**config.mk**
```make
export PLATFORM = sky130hd
export DESIGN_NAME = mrl_slave
export DESIGN_NICKNAME = d
export VERILOG_FILES = /design/src/mrl_pkg.sv /design/src/mrl_hreg_if.sv /design/src/mrl_hreg_mem.sv /design/src/mrl_slave.sv
export SDC_FILE = /design/constraint.sdc
export NUM_CORES = 2
export LEC_CHECK = 0
export ABC_AREA = 0
export ABC_CLOCK_PERIOD_IN_PS = 41900
export BUFFER_PORTS_ARGS = -buffer_cell sky130_fd_sc_hd__buf_2
export CAP_MARGIN = 40
export CORE_MARGIN = 3
export CORE_UTILIZATION = 45
export CTS_BUF_LIST = sky130_fd_sc_hd__clkbuf_8
export CTS_CLUSTER_SIZE = 14
export DETAILED_ROUTE_END_ITERATION = 16
export HOLD_SLACK_MARGIN = 0.02
export SKIP_LAST_GASP = 1
export SLEW_MARGIN = 20
export SYNTH_ARGS = -nofsm -noshare
export SYNTH_HDL_FRONTEND = slang
export SYNTH_SLANG_ARGS = --single-unit
```
**constraint.sdc**
```tcl
create_clock -name clk -period 41.9 [get_ports clk]
set_input_delay 6.285 -clock clk [delete_from_list [all_inputs] [get_ports clk]]
set_output_delay 6.285 -clock clk [all_outputs]
set_load 0.02 [all_outputs]
```
**src/mrl_pkg.sv**
```systemverilog
package mrl_pkg;
// Contract
// - a frame ends after 3.5 character times of silence; only then is it processed
// - hold unit address 1 to 99; answer only frames carrying that address
// - frame is address, function, data bytes, 16-bit CRC, framed by silence
// - serve functions 03, 04, 06 and 08 loop-back
// - function 04 query start and count high first; reply byte count then words
// - function 03 query start and count high first; reply byte count then words
// - function 06 reply echoes register address and data high first plus CRC
// - input register 0 is distance, register 2 is level, in millimetres
// - input register 4 level percent, 17 flow percent, full scale 10000
// - total flow 32 bits: upper half register 18, lower half register 19
// - writing 1 to holding register 39 clears the total flow
// - characters are start, eight data, parity none/odd/even, one stop bit
// - reply starts within ten character times after a valid query
// - unit address is zero after reset and must be set before use

    // clock and character timing
    localparam longint CLK_HZ = 200_000_000;
    localparam longint BAUD_DEFAULT = 9600;
    localparam longint BITS_PER_CHAR = 11; // start, eight data, parity, stop
    localparam longint CHAR_CYCLES = (CLK_HZ * BITS_PER_CHAR + BAUD_DEFAULT - 1) / BAUD_DEFAULT;
    localparam real GAP_CHARS = 3.5;
    localparam longint GAP_TENTHS = longint'(GAP_CHARS * 10.0);
    localparam int GAP_CYCLES_DEFAULT = int'((CHAR_CYCLES * GAP_TENTHS + 9) / 10);
    localparam int GAP_W = 24;
    typedef logic [GAP_W-1:0] mrl_gap_t;

    // function and exception codes
    localparam logic [7:0] FN_RD_HOLD = 8'h03;
    localparam logic [7:0] FN_RD_INPUT = 8'h04;
    localparam logic [7:0] FN_WR_SINGLE = 8'h06;
    localparam logic [7:0] FN_LOOPBACK = 8'h08;
    localparam logic [7:0] FN_EXC_FLAG = 8'h80;
    localparam logic [7:0] EXC_FUNC = 8'h01;
    localparam logic [7:0] EXC_ADDR = 8'h02;
    localparam logic [7:0] EXC_VALUE = 8'h03;

    // unit address
    localparam logic [7:0] UNIT_ADDR_RST = 8'h00;
    localparam logic [7:0] UNIT_ADDR_MIN = 8'h01;
    localparam logic [7:0] UNIT_ADDR_MAX = 8'h63;

    // frame layout and sizes
    localparam int FRM_ADDR = 0;
    localparam int FRM_FUNC = 1;
    localparam int FRM_REG_HI = 2;
    localparam int FRM_REG_LO = 3;
    localparam int FRM_VAL_HI = 4;
    localparam int FRM_VAL_LO = 5;
    localparam logic [7:0] FRAME_BYTES = 8'h08;
    localparam logic [7:0] RSP_OVERHEAD = 8'h05; // address, function, count, two crc
    localparam logic [7:0] EXC_LEN = 8'h05;
    localparam logic [15:0] MAX_WORDS = 16'h007D;
    localparam logic [16:0] INPUT_WORDS = 17'h00014;
    localparam logic [16:0] HOLD_WORDS = 17'h00028;
    localparam int HOLD_DEPTH = 40;
    localparam logic [15:0] CRC_INIT = 16'hFFFF;
    localparam logic [15:0] CRC_POLY = 16'hA001;
    localparam logic [15:0] VOLUME_CLEAR_CMD = 16'h0001;

    // input register offsets
    localparam logic [5:0] IR_DISTANCE = 6'h00, IR_LEVEL = 6'h02, IR_LEVEL_PCT = 6'h04, IR_NOISE = 6'h06;
    localparam logic [5:0] IR_ECHO = 6'h08, IR_PROBE_TEMP = 6'h0A, IR_HOUSING_TEMP = 6'h0C, IR_PEAK_FLOW = 6'h0D;
    localparam logic [5:0] IR_FLOW_RATE = 6'h0E, IR_VOLUME = 6'h0F, IR_OVERFLOW = 6'h10, IR_FLOW_PCT = 6'h11;
    localparam logic [5:0] IR_VOLUME_HI = 6'h12, IR_VOLUME_LO = 6'h13;

    // holding register offsets
    localparam logic [5:0] HR_TRACK = 6'h00, HR_THRESH = 6'h01, HR_GAIN_TIME = 6'h02, HR_HOLD_AVERAGING_COUNT = 6'h03;
    localparam logic [5:0] HR_FLOOR = 6'h04, HR_FULL_SCALE = 6'h05, HR_HI_ON = 6'h06, HR_HI_OFF = 6'h07;
    localparam logic [5:0] HR_LO_ON = 6'h0C, HR_LO_OFF = 6'h0D, HR_LOOP_ZERO = 6'h0E, HR_CHAN_WIDTH = 6'h1C;
    localparam logic [5:0] HR_NOTCH_WIDTH = 6'h1D, HR_CREST = 6'h1E, HR_NOTCH_ANGLE = 6'h1F, HR_FLOW_METHOD = 6'h20;
    localparam logic [5:0] HR_CUTOFF = 6'h24, HR_FLOW_FLOOR = 6'h25, HR_FLOW_SCALE = 6'h26, HR_VOLUME_CLEAR = 6'h27;

    typedef enum logic [2:0] {S_RX, S_EVAL, S_FETCH, S_LOAD, S_SEND} mrl_state_t;
    typedef enum logic [1:0] {K_READ, K_ECHO, K_EXC} mrl_kind_t;
    typedef struct packed {
        logic ok;
        logic store;
        logic [15:0] lo;
        logic [15:0] hi;
    } mrl_range_t;

    // reflected crc, one byte at a time
    function automatic logic [15:0] mrl_crc_byte(input logic [15:0] c, input logic [7:0] d);
        logic [15:0] x;
        x = c ^ {8'h00, d};
        for (int i = 0; i < 8; i++) begin
            x = x[0] ? ((x >> 1) ^ CRC_POLY) : (x >> 1);
        end
        return x;
    endfunction

    // write window of each listed holding register; any other offset is refused
    function automatic mrl_range_t mrl_hold_range(input logic [5:0] a);
        mrl_range_t r;
        r = '{ok: 1'b1, store: 1'b1, lo: 16'h0000, hi: 16'h07D0};
        case (a)
            HR_TRACK: r.hi = 16'h0005;
            HR_THRESH: r.hi = 16'h0008;
            HR_GAIN_TIME: r.hi = 16'h000A;
            HR_HOLD_AVERAGING_COUNT: r = '{ok: 1'b1, store: 1'b1, lo: 16'h0001, hi: 16'h001E};
            HR_FLOOR: r = '{ok: 1'b1, store: 1'b1, lo: 16'h001E, hi: 16'h07EE};
            HR_FULL_SCALE, HR_HI_ON, HR_HI_OFF, HR_LO_ON, HR_LO_OFF, HR_LOOP_ZERO: r.hi = 16'h07D0;
            HR_CHAN_WIDTH: r = '{ok: 1'b1, store: 1'b1, lo: 16'h0190, hi: 16'h1B58};
            HR_NOTCH_WIDTH: r = '{ok: 1'b1, store: 1'b1, lo: 16'h0096, hi: 16'h1388};
            HR_CREST: r = '{ok: 1'b1, store: 1'b1, lo: 16'h0001, hi: 16'h0DAC};
            HR_NOTCH_ANGLE: r = '{ok: 1'b1, store: 1'b1, lo: 16'h01C2, hi: 16'h03E8};
            HR_FLOW_METHOD: r.hi = 16'h0016;
            HR_CUTOFF: r.hi = 16'h0064;
            HR_FLOW_FLOOR: r = '{ok: 1'b1, store: 1'b1, lo: 16'h012C, hi: 16'h1388};
            HR_FLOW_SCALE: r = '{ok: 1'b1, store: 1'b1, lo: 16'h0032, hi: 16'h0BB8};
            HR_VOLUME_CLEAR: r = '{ok: 1'b1, store: 1'b0, lo: 16'h0000, hi: 16'h0001};
            default: r.ok = 1'b0;
        endcase
        return r;
    endfunction
endpackage

```
**src/mrl_hreg_if.sv**
```systemverilog
`timescale 1ns/100ps
interface mrl_hreg_if;
    logic we;
    logic [5:0] waddr;
    logic [15:0] wdata;
    logic [5:0] raddr;
    logic [15:0] rdata;
    logic [5:0] cfg_raddr;
    logic [15:0] cfg_rdata;
    modport ctrl(output we, output waddr, output wdata, output raddr, output cfg_raddr,
                 input rdata, input cfg_rdata);
    modport mem(input we, input waddr, input wdata, input raddr, input cfg_raddr,
                output rdata, output cfg_rdata);
endinterface

```
**src/mrl_hreg_mem.sv**
```systemverilog
`timescale 1ns/100ps
module mrl_hreg_mem (
    // clock and reset
    input wire logic clk,
    input wire logic rst,
    // access from the frame engine and the configuration reader
    mrl_hreg_if.mem hw
);
    logic [15:0] mem_ff [0:mrl_pkg::HOLD_DEPTH-1];

    // read data registered; a same-cycle write returns the old word
    always_ff @(posedge clk or posedge rst) begin
        if (rst) begin
            for (int i = 0; i < mrl_pkg::HOLD_DEPTH; i++) begin
                mem_ff[i] <= 16'h0000;
            end
            hw.rdata <= 16'h0000;
            hw.cfg_rdata <= 16'h0000;
        end else begin
            if (hw.we && ({11'h000, hw.waddr} < mrl_pkg::HOLD_WORDS)) begin
                mem_ff[hw.waddr] <= hw.wdata;
            end
            hw.rdata <= ({11'h000, hw.raddr} < mrl_pkg::HOLD_WORDS) ? mem_ff[hw.raddr] : 16'h0000;
            hw.cfg_rdata <= ({11'h000, hw.cfg_raddr} < mrl_pkg::HOLD_WORDS) ? mem_ff[hw.cfg_raddr] : 16'h0000;
        end
    end
endmodule

```
**src/mrl_slave.sv**
```systemverilog
`timescale 1ns/100ps
module mrl_slave #(
    parameter int GAP_CYCLES = mrl_pkg::GAP_CYCLES_DEFAULT
) (
    // clock and reset
    input wire logic clk,
    input wire logic rst,
    // bytes from the character receiver
    input wire logic rx_valid,
    input wire logic [7:0] rx_data,
    input wire logic rx_error,
    // bytes to the character transmitter
    output logic tx_valid,
    output logic [7:0] tx_data,
    input wire logic tx_ready,
    output logic resp_active,
    // unit address setting
    input wire logic addr_set_valid,
    input wire logic [7:0] addr_set_value,
    output logic [7:0] unit_addr,
    // measurements
    input wire logic [15:0] meas_distance,
    input wire logic [15:0] meas_level,
    input wire logic [15:0] meas_level_pct,
    input wire logic [15:0] meas_noise,
    input wire logic [15:0] meas_echo,
    input wire logic [15:0] meas_probe_temp,
    input wire logic [15:0] meas_housing_temp,
    input wire logic [15:0] meas_peak_flow,
    input wire logic [15:0] meas_flow_rate,
    input wire logic [15:0] meas_overflow,
    input wire logic [15:0] meas_flow_pct,
    // total flow accumulator
    input wire logic vol_add_valid,
    input wire logic [15:0] vol_add,
    output logic [31:0] vol_total,
    // configuration read port
    input wire logic [5:0] cfg_addr,
    output logic [15:0] cfg_data
);
    typedef struct packed {
        mrl_pkg::mrl_state_t st;
        mrl_pkg::mrl_kind_t kind;
        logic [7:0][7:0] frm;
        logic [7:0] cnt;
        logic bad;
        logic quiet;
        mrl_pkg::mrl_gap_t gap;
        logic [15:0] crc;
        logic [7:0] idx;
        logic [7:0] len;
        logic [7:0] exc;
        logic [5:0] start;
        logic [6:0] nwords;
        logic [15:0] word;
        logic [7:0] txb;
        logic [7:0] uaddr;
        logic [31:0] vol;
    } mrl_core_t;

    localparam mrl_pkg::mrl_gap_t GAP_LAST = mrl_pkg::mrl_gap_t'(GAP_CYCLES - 1);

    mrl_core_t r;
    mrl_core_t n;
    logic [7:0] fn;
    logic [15:0] a16;
    logic [15:0] v16;
    logic [16:0] end17;
    mrl_pkg::mrl_range_t rng;
    logic gap_hit;
    logic frame_ok;
    logic hw_we;
    logic vol_clear;
    logic [15:0] word_now;
    logic [6:0] widx;

    mrl_hreg_if hw();

    mrl_hreg_mem u_mem (
        .clk(clk),
        .rst(rst),
        .hw(hw)
    );

    // input register map; gaps read as zero
    function automatic logic [15:0] in_word(input logic [5:0] a);
        case (a)
            mrl_pkg::IR_DISTANCE: return meas_distance;
            mrl_pkg::IR_LEVEL: return meas_level;
            mrl_pkg::IR_LEVEL_PCT: return meas_level_pct;
            mrl_pkg::IR_NOISE: return meas_noise;
            mrl_pkg::IR_ECHO: return meas_echo;
            mrl_pkg::IR_PROBE_TEMP: return meas_probe_temp;
            mrl_pkg::IR_HOUSING_TEMP: return meas_housing_temp;
            mrl_pkg::IR_PEAK_FLOW: return meas_peak_flow;
            mrl_pkg::IR_FLOW_RATE: return meas_flow_rate;
            mrl_pkg::IR_VOLUME: return r.vol[15:0];
            mrl_pkg::IR_OVERFLOW: return meas_overflow;
            mrl_pkg::IR_FLOW_PCT: return meas_flow_pct;
            mrl_pkg::IR_VOLUME_HI: return r.vol[31:16];
            mrl_pkg::IR_VOLUME_LO: return r.vol[15:0];
            default: return 16'h0000;
        endcase
    endfunction

    // high byte of a data word in a read reply
    function automatic logic data_hi(input mrl_pkg::mrl_kind_t k, input logic [7:0] i, input logic [7:0] l);
        return (k == mrl_pkg::K_READ) && (i >= 8'h03) && (i < l - 8'h02) && i[0];
    endfunction

    // word number of a reply byte position
    function automatic logic [6:0] word_index(input logic [7:0] i);
        logic [7:0] rel;
        rel = i - 8'h03;
        return rel[7:1];
    endfunction

    // memory ports; raddr is held through fetch and load
    assign hw.we = hw_we;
    assign hw.waddr = a16[5:0];
    assign hw.wdata = v16;
    assign hw.raddr = r.start + widx[5:0];
    assign hw.cfg_raddr = cfg_addr;

    // outputs
    assign tx_valid = (r.st == mrl_pkg::S_SEND);
    assign tx_data = r.txb;
    assign resp_active = (r.st == mrl_pkg::S_FETCH) || (r.st == mrl_pkg::S_LOAD) || (r.st == mrl_pkg::S_SEND);
    assign unit_addr = r.uaddr;
    assign vol_total = r.vol;
    assign cfg_data = hw.cfg_rdata;

    // next-state logic for the whole engine
    always_comb begin
        n = r;
        fn = r.frm[mrl_pkg::FRM_FUNC];
        a16 = {r.frm[mrl_pkg::FRM_REG_HI], r.frm[mrl_pkg::FRM_REG_LO]};
        v16 = {r.frm[mrl_pkg::FRM_VAL_HI], r.frm[mrl_pkg::FRM_VAL_LO]};
        end17 = {1'b0, a16} + {1'b0, v16};
        rng = mrl_pkg::mrl_hold_range(a16[5:0]);
        gap_hit = (r.gap >= GAP_LAST);
        // a zero address never matches, so a fresh unit stays off the bus
        frame_ok = !r.bad && (r.crc == 16'h0000) && (r.cnt >= 8'h04)
            && (r.frm[mrl_pkg::FRM_ADDR] == r.uaddr) && (r.uaddr != mrl_pkg::UNIT_ADDR_RST);
        hw_we = 1'b0;
        vol_clear = 1'b0;
        widx = word_index(r.idx);
        word_now = r.word;
        // out-of-range settings are ignored
        if (addr_set_valid && (addr_set_value >= mrl_pkg::UNIT_ADDR_MIN)
            && (addr_set_value <= mrl_pkg::UNIT_ADDR_MAX)) begin
            n.uaddr = addr_set_value;
        end
        case (r.st)
            mrl_pkg::S_RX: begin
                if (rx_valid) begin
                    n.gap = '0;
                    // a frame must be preceded by silence; char errors spoil it
                    if (((r.cnt == 8'h00) && !r.quiet) || rx_error) begin
                        n.bad = 1'b1;
                    end
                    if (r.cnt < mrl_pkg::FRAME_BYTES) begin
                        n.frm[r.cnt[2:0]] = rx_data;
                    end
                    if (r.cnt != 8'hFF) begin
                        n.cnt = r.cnt + 8'h01;
                    end
                    // crc runs over every byte, stored or not
                    n.crc = mrl_pkg::mrl_crc_byte((r.cnt == 8'h00) ? mrl_pkg::CRC_INIT : r.crc, rx_data);
                end else if (gap_hit) begin
                    n.quiet = 1'b1;
                    if (r.cnt != 8'h00) begin
                        n.st = mrl_pkg::S_EVAL;
                    end
                end else begin
                    n.gap = r.gap + mrl_pkg::mrl_gap_t'(1);
                end
            end

            mrl_pkg::S_EVAL: begin
                // rearm the receiver whatever the verdict
                n.cnt = 8'h00;
                n.bad = 1'b0;
                n.idx = 8'h00;
                n.crc = mrl_pkg::CRC_INIT;
                n.st = mrl_pkg::S_RX;
                if (frame_ok) begin
                    n.st = mrl_pkg::S_LOAD;
                    n.kind = mrl_pkg::K_EXC;
                    n.len = mrl_pkg::EXC_LEN;
                    n.exc = mrl_pkg::EXC_FUNC;
                    case (fn)
                        mrl_pkg::FN_RD_HOLD, mrl_pkg::FN_RD_INPUT: begin
                            if ((r.cnt != mrl_pkg::FRAME_BYTES) || (v16 == 16'h0000) || (v16 > mrl_pkg::MAX_WORDS)) begin
                                n.exc = mrl_pkg::EXC_VALUE;
                            end else if (end17 > ((fn == mrl_pkg::FN_RD_HOLD) ? mrl_pkg::HOLD_WORDS
                                                                             : mrl_pkg::INPUT_WORDS)) begin
                                n.exc = mrl_pkg::EXC_ADDR;
                            end else begin
                                n.kind = mrl_pkg::K_READ;
                                n.start = a16[5:0];
                                n.nwords = v16[6:0];
                                n.len = mrl_pkg::RSP_OVERHEAD + {v16[6:0], 1'b0};
                            end
                        end

                        mrl_pkg::FN_WR_SINGLE: begin
                            if (r.cnt != mrl_pkg::FRAME_BYTES) begin
                                n.exc = mrl_pkg::EXC_VALUE;
                            end else if (!rng.ok || (a16[15:6] != 10'h000)) begin
                                n.exc = mrl_pkg::EXC_ADDR;
                            end else if ((v16 < rng.lo) || (v16 > rng.hi)) begin
                                n.exc = mrl_pkg::EXC_VALUE;
                            end else begin
                                n.kind = mrl_pkg::K_ECHO;
                                n.len = mrl_pkg::FRAME_BYTES;
                                hw_we = rng.store;
                                if ((a16[5:0] == mrl_pkg::HR_VOLUME_CLEAR) && (v16 == mrl_pkg::VOLUME_CLEAR_CMD)) begin
                                    vol_clear = 1'b1;
                                end
                            end
                        end

                        mrl_pkg::FN_LOOPBACK: begin
                            if (r.cnt != mrl_pkg::FRAME_BYTES) begin
                                n.exc = mrl_pkg::EXC_VALUE;
                            end else begin
                                n.kind = mrl_pkg::K_ECHO;
                                n.len = mrl_pkg::FRAME_BYTES;
                            end
                        end

                        default: n.exc = mrl_pkg::EXC_FUNC;
                    endcase
                end
            end

            mrl_pkg::S_FETCH: begin
                // memory read data is registered, so give it one cycle
                n.st = mrl_pkg::S_LOAD;
            end

            mrl_pkg::S_LOAD: begin
                // one register read per word; the low byte reuses the latched word
                if (data_hi(r.kind, r.idx, r.len)) begin
                    word_now = (fn == mrl_pkg::FN_RD_HOLD) ? hw.rdata : in_word(r.start + widx[5:0]);
                end
                n.word = word_now;
                if (r.kind == mrl_pkg::K_ECHO) begin
                    n.txb = r.frm[r.idx[2:0]];
                end else if (r.idx == r.len - 8'h02) begin
                    n.txb = r.crc[7:0];
                end else if (r.idx == r.len - 8'h01) begin
                    n.txb = r.crc[15:8];
                end else if (r.idx == 8'h00) begin
                    n.txb = r.uaddr;
                end else if (r.idx == 8'h01) begin
                    n.txb = (r.kind == mrl_pkg::K_EXC) ? (fn | mrl_pkg::FN_EXC_FLAG) : fn;
                end else if (r.idx == 8'h02) begin
                    n.txb = (r.kind == mrl_pkg::K_EXC) ? r.exc : {r.nwords, 1'b0};
                end else begin
                    n.txb = r.idx[0] ? word_now[15:8] : r.word[7:0];
                end
                n.st = mrl_pkg::S_SEND;
            end

            mrl_pkg::S_SEND: begin
                if (tx_ready) begin
                    // the two crc bytes stay out of the running crc
                    if (r.idx < r.len - 8'h02) begin
                        n.crc = mrl_pkg::mrl_crc_byte(r.crc, r.txb);
                    end
                    n.idx = r.idx + 8'h01;
                    if (r.idx + 8'h01 == r.len) begin
                        // own reply counts as traffic; wait for fresh silence
                        n.st = mrl_pkg::S_RX;
                        n.gap = '0;
                        n.quiet = 1'b0;
                    end else if (data_hi(r.kind, r.idx + 8'h01, r.len)) begin
                        n.st = mrl_pkg::S_FETCH;
                    end else begin
                        n.st = mrl_pkg::S_LOAD;
                    end
                end
            end

            default: n.st = mrl_pkg::S_RX;
        endcase

        // clear wins over an increment in the same cycle; the total wraps at 32 bits
        if (vol_clear) begin
            n.vol = 32'h00000000;
        end else if (vol_add_valid) begin
            n.vol = r.vol + {16'h0000, vol_add};
        end
    end

    // state register
    always_ff @(posedge clk or posedge rst) begin
        if (rst) begin
            r <= '{st: mrl_pkg::S_RX, kind: mrl_pkg::K_EXC, uaddr: mrl_pkg::UNIT_ADDR_RST,
                   crc: mrl_pkg::CRC_INIT, default: '0};
        end else begin
            r <= n;
        end
    end
endmodule

```
==> impl_results.md <==
- Area of placed instances: about 51000 sq um
- Share of synthesized registers carrying an async set or reset: 100.0%
- Post-synthesis cell count: approximately 3900
- FF-to-FF End: u_mem.hw.rdata[9]$_DFF_PP0_
- Final setup vio count: 0
- Area grow syn2layout: 9.522%
- Clock Path Buffers: 3
- Final Max Slew Viols: 0
- Vias in the first global route: approximately 34000
- Synthesized cell area: just under 50000 sq um
- Arrival time worst endpoint: 2.80 ns
- Synthesized area per cell: around 13 sq um
- Die ar.: 113200 sq um
- Leading register cell type out of synthesis: dfrtp_1
- Cts hold-fix bufs: 0
- Final Hold Vio Count: 0
- Fin nets: just over 4000
- Largest net degree at the start of global routing: around 120
- Clock skew: between 0.04 and 0.05 ns
- CP max FO: 24
- Die height: about 340 um
- Fin cells: 5328
- Sequential area share after synthesis: between 40% and 50%
- Largest vdd supply drop: 0.03560 mV
- Worst min-delay path class: register to register
- Required time of the critical path: about 36 ns
- Worst setup endpoint: tx_valid
- CTS resizes: 0
- Total Wirelength: 144000 um
- #FFs+latches synth: around 890
- Worst slew pin tran: roughly 0.9 ns
- Core Area: between 100000 and 150000 sq um
- Die width: around 340 um
- Number of CTS-inserted buffers: about 160
- Syn_nets: between 4000 and 5000
- Synth top area share: 44.26%
- Crit path from: r[218]$_DFFE_PP0P_
- R2R setup slack: about 35 ns
- Setup_tns: 0 ns
- Cell area power density: between 40 and 50 nW/um^2
- Ratio of final minimum period to clock period: between 20% and 30%
- Maximum clock frequency: roughly 0.11 GHz
- DRC viols: 0
- Leakage power: between 20 and 25 nW
- PortBufs: approximately 290
- First-pass GRT wire length: 217800 um
- Num ports: 287
- Critical path endpoint category: primary output
- Worst reg2reg startpoint: r[93]$_DFFE_PP0P_
- Final ANT Viol Nets: 0
- Slew headroom: between 30% and 40%
- Post-route cell area: about 54000 sq um
- Row count: 120
- R2R depth: 12
- Clk sinks: 886
- CP max stage cell: dfrtp_1
- Post-synthesis cell type count: ~100
- Initial antenna violation count: 11
- Clock transition at path regs: 0.05 ns
- TritonCTS clock tree: built
- Post-DP HPWL: 95310 um
- H-tree Lvls: 4
- Crit-path cells: nor2_1 -> nand2_1 -> inv_1 -> buf_4 -> buf_2
- Share of cells above drive strength 1: between 30% and 40%
- CP Class: register to primary output
- Status: finished, final reports clean
- Gr usage total: 25.46%
- Pre-Repair DR Iteration Count: 8
- Max-cap viol count: 0
- DRT iter0 DRCs: slightly below 3000
- Initial Util: between 40% and 50%
- Wire per inst: 27.02 um
- Avg Vias per Cell: between 6 and 7
- EDFF count, synth: 0
- CTS root buffer: clkbuf_8
- RSZ-0062 raised after global routing: false
- Post-CTS Setup Inserts: 0
- Top post-synthesis cells by area: dfrtp_1 44%, mux4_2 18%, mux2_2 7.2%
- Final Power: between 2 and 2.5 mW
- Crit-path max cell delay: roughly 0.48 ns
- Fin crit period: between 9 and 10 ns
- Via Count: 32980
- Global placer's final weighted congestion: a little over 0.9
- YS warnings: 0
- Top cell type by total area after synthesis: dfrtp_1
- Gr ovfl total: 0
- Startpoint types: register
- Latest clock arrival within the worst-skew pair: approximately 0.84 ns
- Placed cell count: a little over 5000
-- critical path, delay by kind of cell, from the launching register on --
family | cells | cell delay, ns
simple gates | 2 | 0.78
buf+inv | 3 | 0.69
flops | 1 | 0.48
-- per-layer routing --
layer	share of wire [%]	vias up	track usage [%]
li1	-	14160	-
met4	3.8	4	9.883
met2	47	1456	39.63
met3	7.2	317	4.483
met5	0.017	-	0
met1	42	17050	35.80
-- area by class of cell --
type,instances,area (sq um)
antenna,6,15.01
clock buffer,194,2670
clock inverter,79,543.0
fill,9344,53840
inverter,47,183.9
multi-input combinational,2327,23970
sequential,886,22190
tap,1403,1755
timing repair buffer,386,2480
-- kinds of logic after synthesis --
| logic type | count (synthesis) | share of synthesized area [%] |
|---|---|---|
| DFF | 886 | 45.17 |
| muxes | 806 | 27.84 |
| and+or+nand+nor | 736 | 8.129 |
| buffers and inverters | 698 | 6.170 |
| AOI/OAI and AO/OA | 555 | 7.726 |
| xor gates and xnor gates | 136 | 2.524 |
| adders and majority gates | 94 | 2.440 |
-- synth_stat cells (all sizes together), types with 6 or more instances --
| library cell | count |
|---|---|
| dfrtp | 869 |
| clkbuf | 502 |
| mux4 | 403 |
| mux2 | 350 |
| nand2 | 187 |
| nor2 | 156 |
| buf | 149 |
| o21ai | 118 |
| a21oi | 111 |
| nand3 | 97 |
| ha | 91 |
| xnor2 | 83 |
| and2 | 80 |
| a22oi | 65 |
| mux2i | 53 |
| xor2 | 52 |
| inv | 46 |
| nor3 | 44 |
| nand4 | 34 |
| and3 | 32 |
| a221oi | 30 |
| o22ai | 29 |
| a31oi | 24 |
| nor4 | 24 |
| o31ai | 20 |
| a21o | 19 |
| a211oi | 17 |
| dfstp | 17 |
| o211ai | 16 |
| nand2b | 15 |
| nor2b | 15 |
| o21a | 12 |
| a222oi | 10 |
| a22o | 10 |
| or3 | 10 |
| and4 | 9 |
| or4 | 8 |
| nand3b | 7 |
| o2111ai | 7 |
| a2111oi | 6 |
| o21bai | 6 |
| or2 | 6 |
-- placed cells by master, fill, tap and decap left out, types with 16 or more instances in the layout --
| master | count |
|---|---|
| nor4_1 | 22 |
| mux2i_1 | 53 |
| dfrtp_1 | 869 |
| buf_2 | 285 |
| o21ai_0 | 112 |
| mux2_2 | 315 |
| xnor2_1 | 80 |
| and2_1 | 80 |
| o211ai_1 | 16 |
| nand4_1 | 28 |
| mux2_4 | 35 |
| xor2_1 | 50 |
| inv_1 | 97 |
| nor3_1 | 32 |
| nand3_1 | 83 |
| and3_1 | 31 |
| a21o_1 | 19 |
| a21oi_1 | 106 |
| a31oi_1 | 24 |
| buf_4 | 78 |
| a22oi_1 | 65 |
| dfstp_2 | 17 |
| ha_1 | 90 |
| nand2_1 | 184 |
| o22ai_1 | 29 |
| mux4_2 | 403 |
| o31ai_1 | 20 |
| clkbuf_8 | 195 |
| a221oi_1 | 30 |
| nor2_1 | 154 |
-- registers in the layout (all words and copies together), names as in the netlist --
register,cells
unit_addr,8
u_mem.hw.cfg_rdata,16
a16,16
hw.wdata,16
u_mem.mem_ff,640
r,126
u_mem.hw.rdata,16
tx_data,8
vol_total,32
fn,8
-- how the worst min path moves through the flow --
| stage | end | slack, ns | from | depth (start not counted) |
|---|---|---|---|---|
| finish | u_mem.mem_ff[217]$_DFFE_PP0P_ | 0.39 | u_mem.mem_ff[217]$_DFFE_PP0P_ | 0 |
| global route | u_mem.mem_ff[495]$_DFFE_PP0P_ | 0.40 | u_mem.mem_ff[495]$_DFFE_PP0P_ | 0 |
| CTS | u_mem.mem_ff[210]$_DFFE_PP0P_ | 0.39 | u_mem.mem_ff[210]$_DFFE_PP0P_ | 0 |
| detailed placement | u_mem.mem_ff[96]$_DFFE_PP0P_ | 0.38 | u_mem.mem_ff[96]$_DFFE_PP0P_ | 0 |
| global placement | u_mem.mem_ff[389]$_DFFE_PP0P_ | 0.38 | u_mem.mem_ff[389]$_DFFE_PP0P_ | 0 |
| floorplan | r[129]$_DFFE_PP0P_ | 0.44 | r[129]$_DFFE_PP0P_ | 1 |
-- metrics by stage --
stage / hold WS [ns] / util (%) / setup WS, ns
after floorplan: 0.4377 / - / 10.74
after global placement: 0.3763 / 46.54 / 31.69
after detailed placement: 0.3802 / 46.93 / 31.64
after CTS: 0.3941 / 49.91 / 32.55
after global routing: 0.3982 / 49.98 / 32.71
final: 0.3904 / 49.98 / 32.81
-- where the power goes --
group | switching (mW) | internal (mW) | leakage [nW]
combinational | 0.375 | 0.267 | 10.5
clock | 0.373 | 0.450 | 1.84
sequential | 0.0788 | 0.908 | 12.1
total | 0.827 | 1.62 | 24.4
No activity file was read; power rests on OpenSTA's default activity.
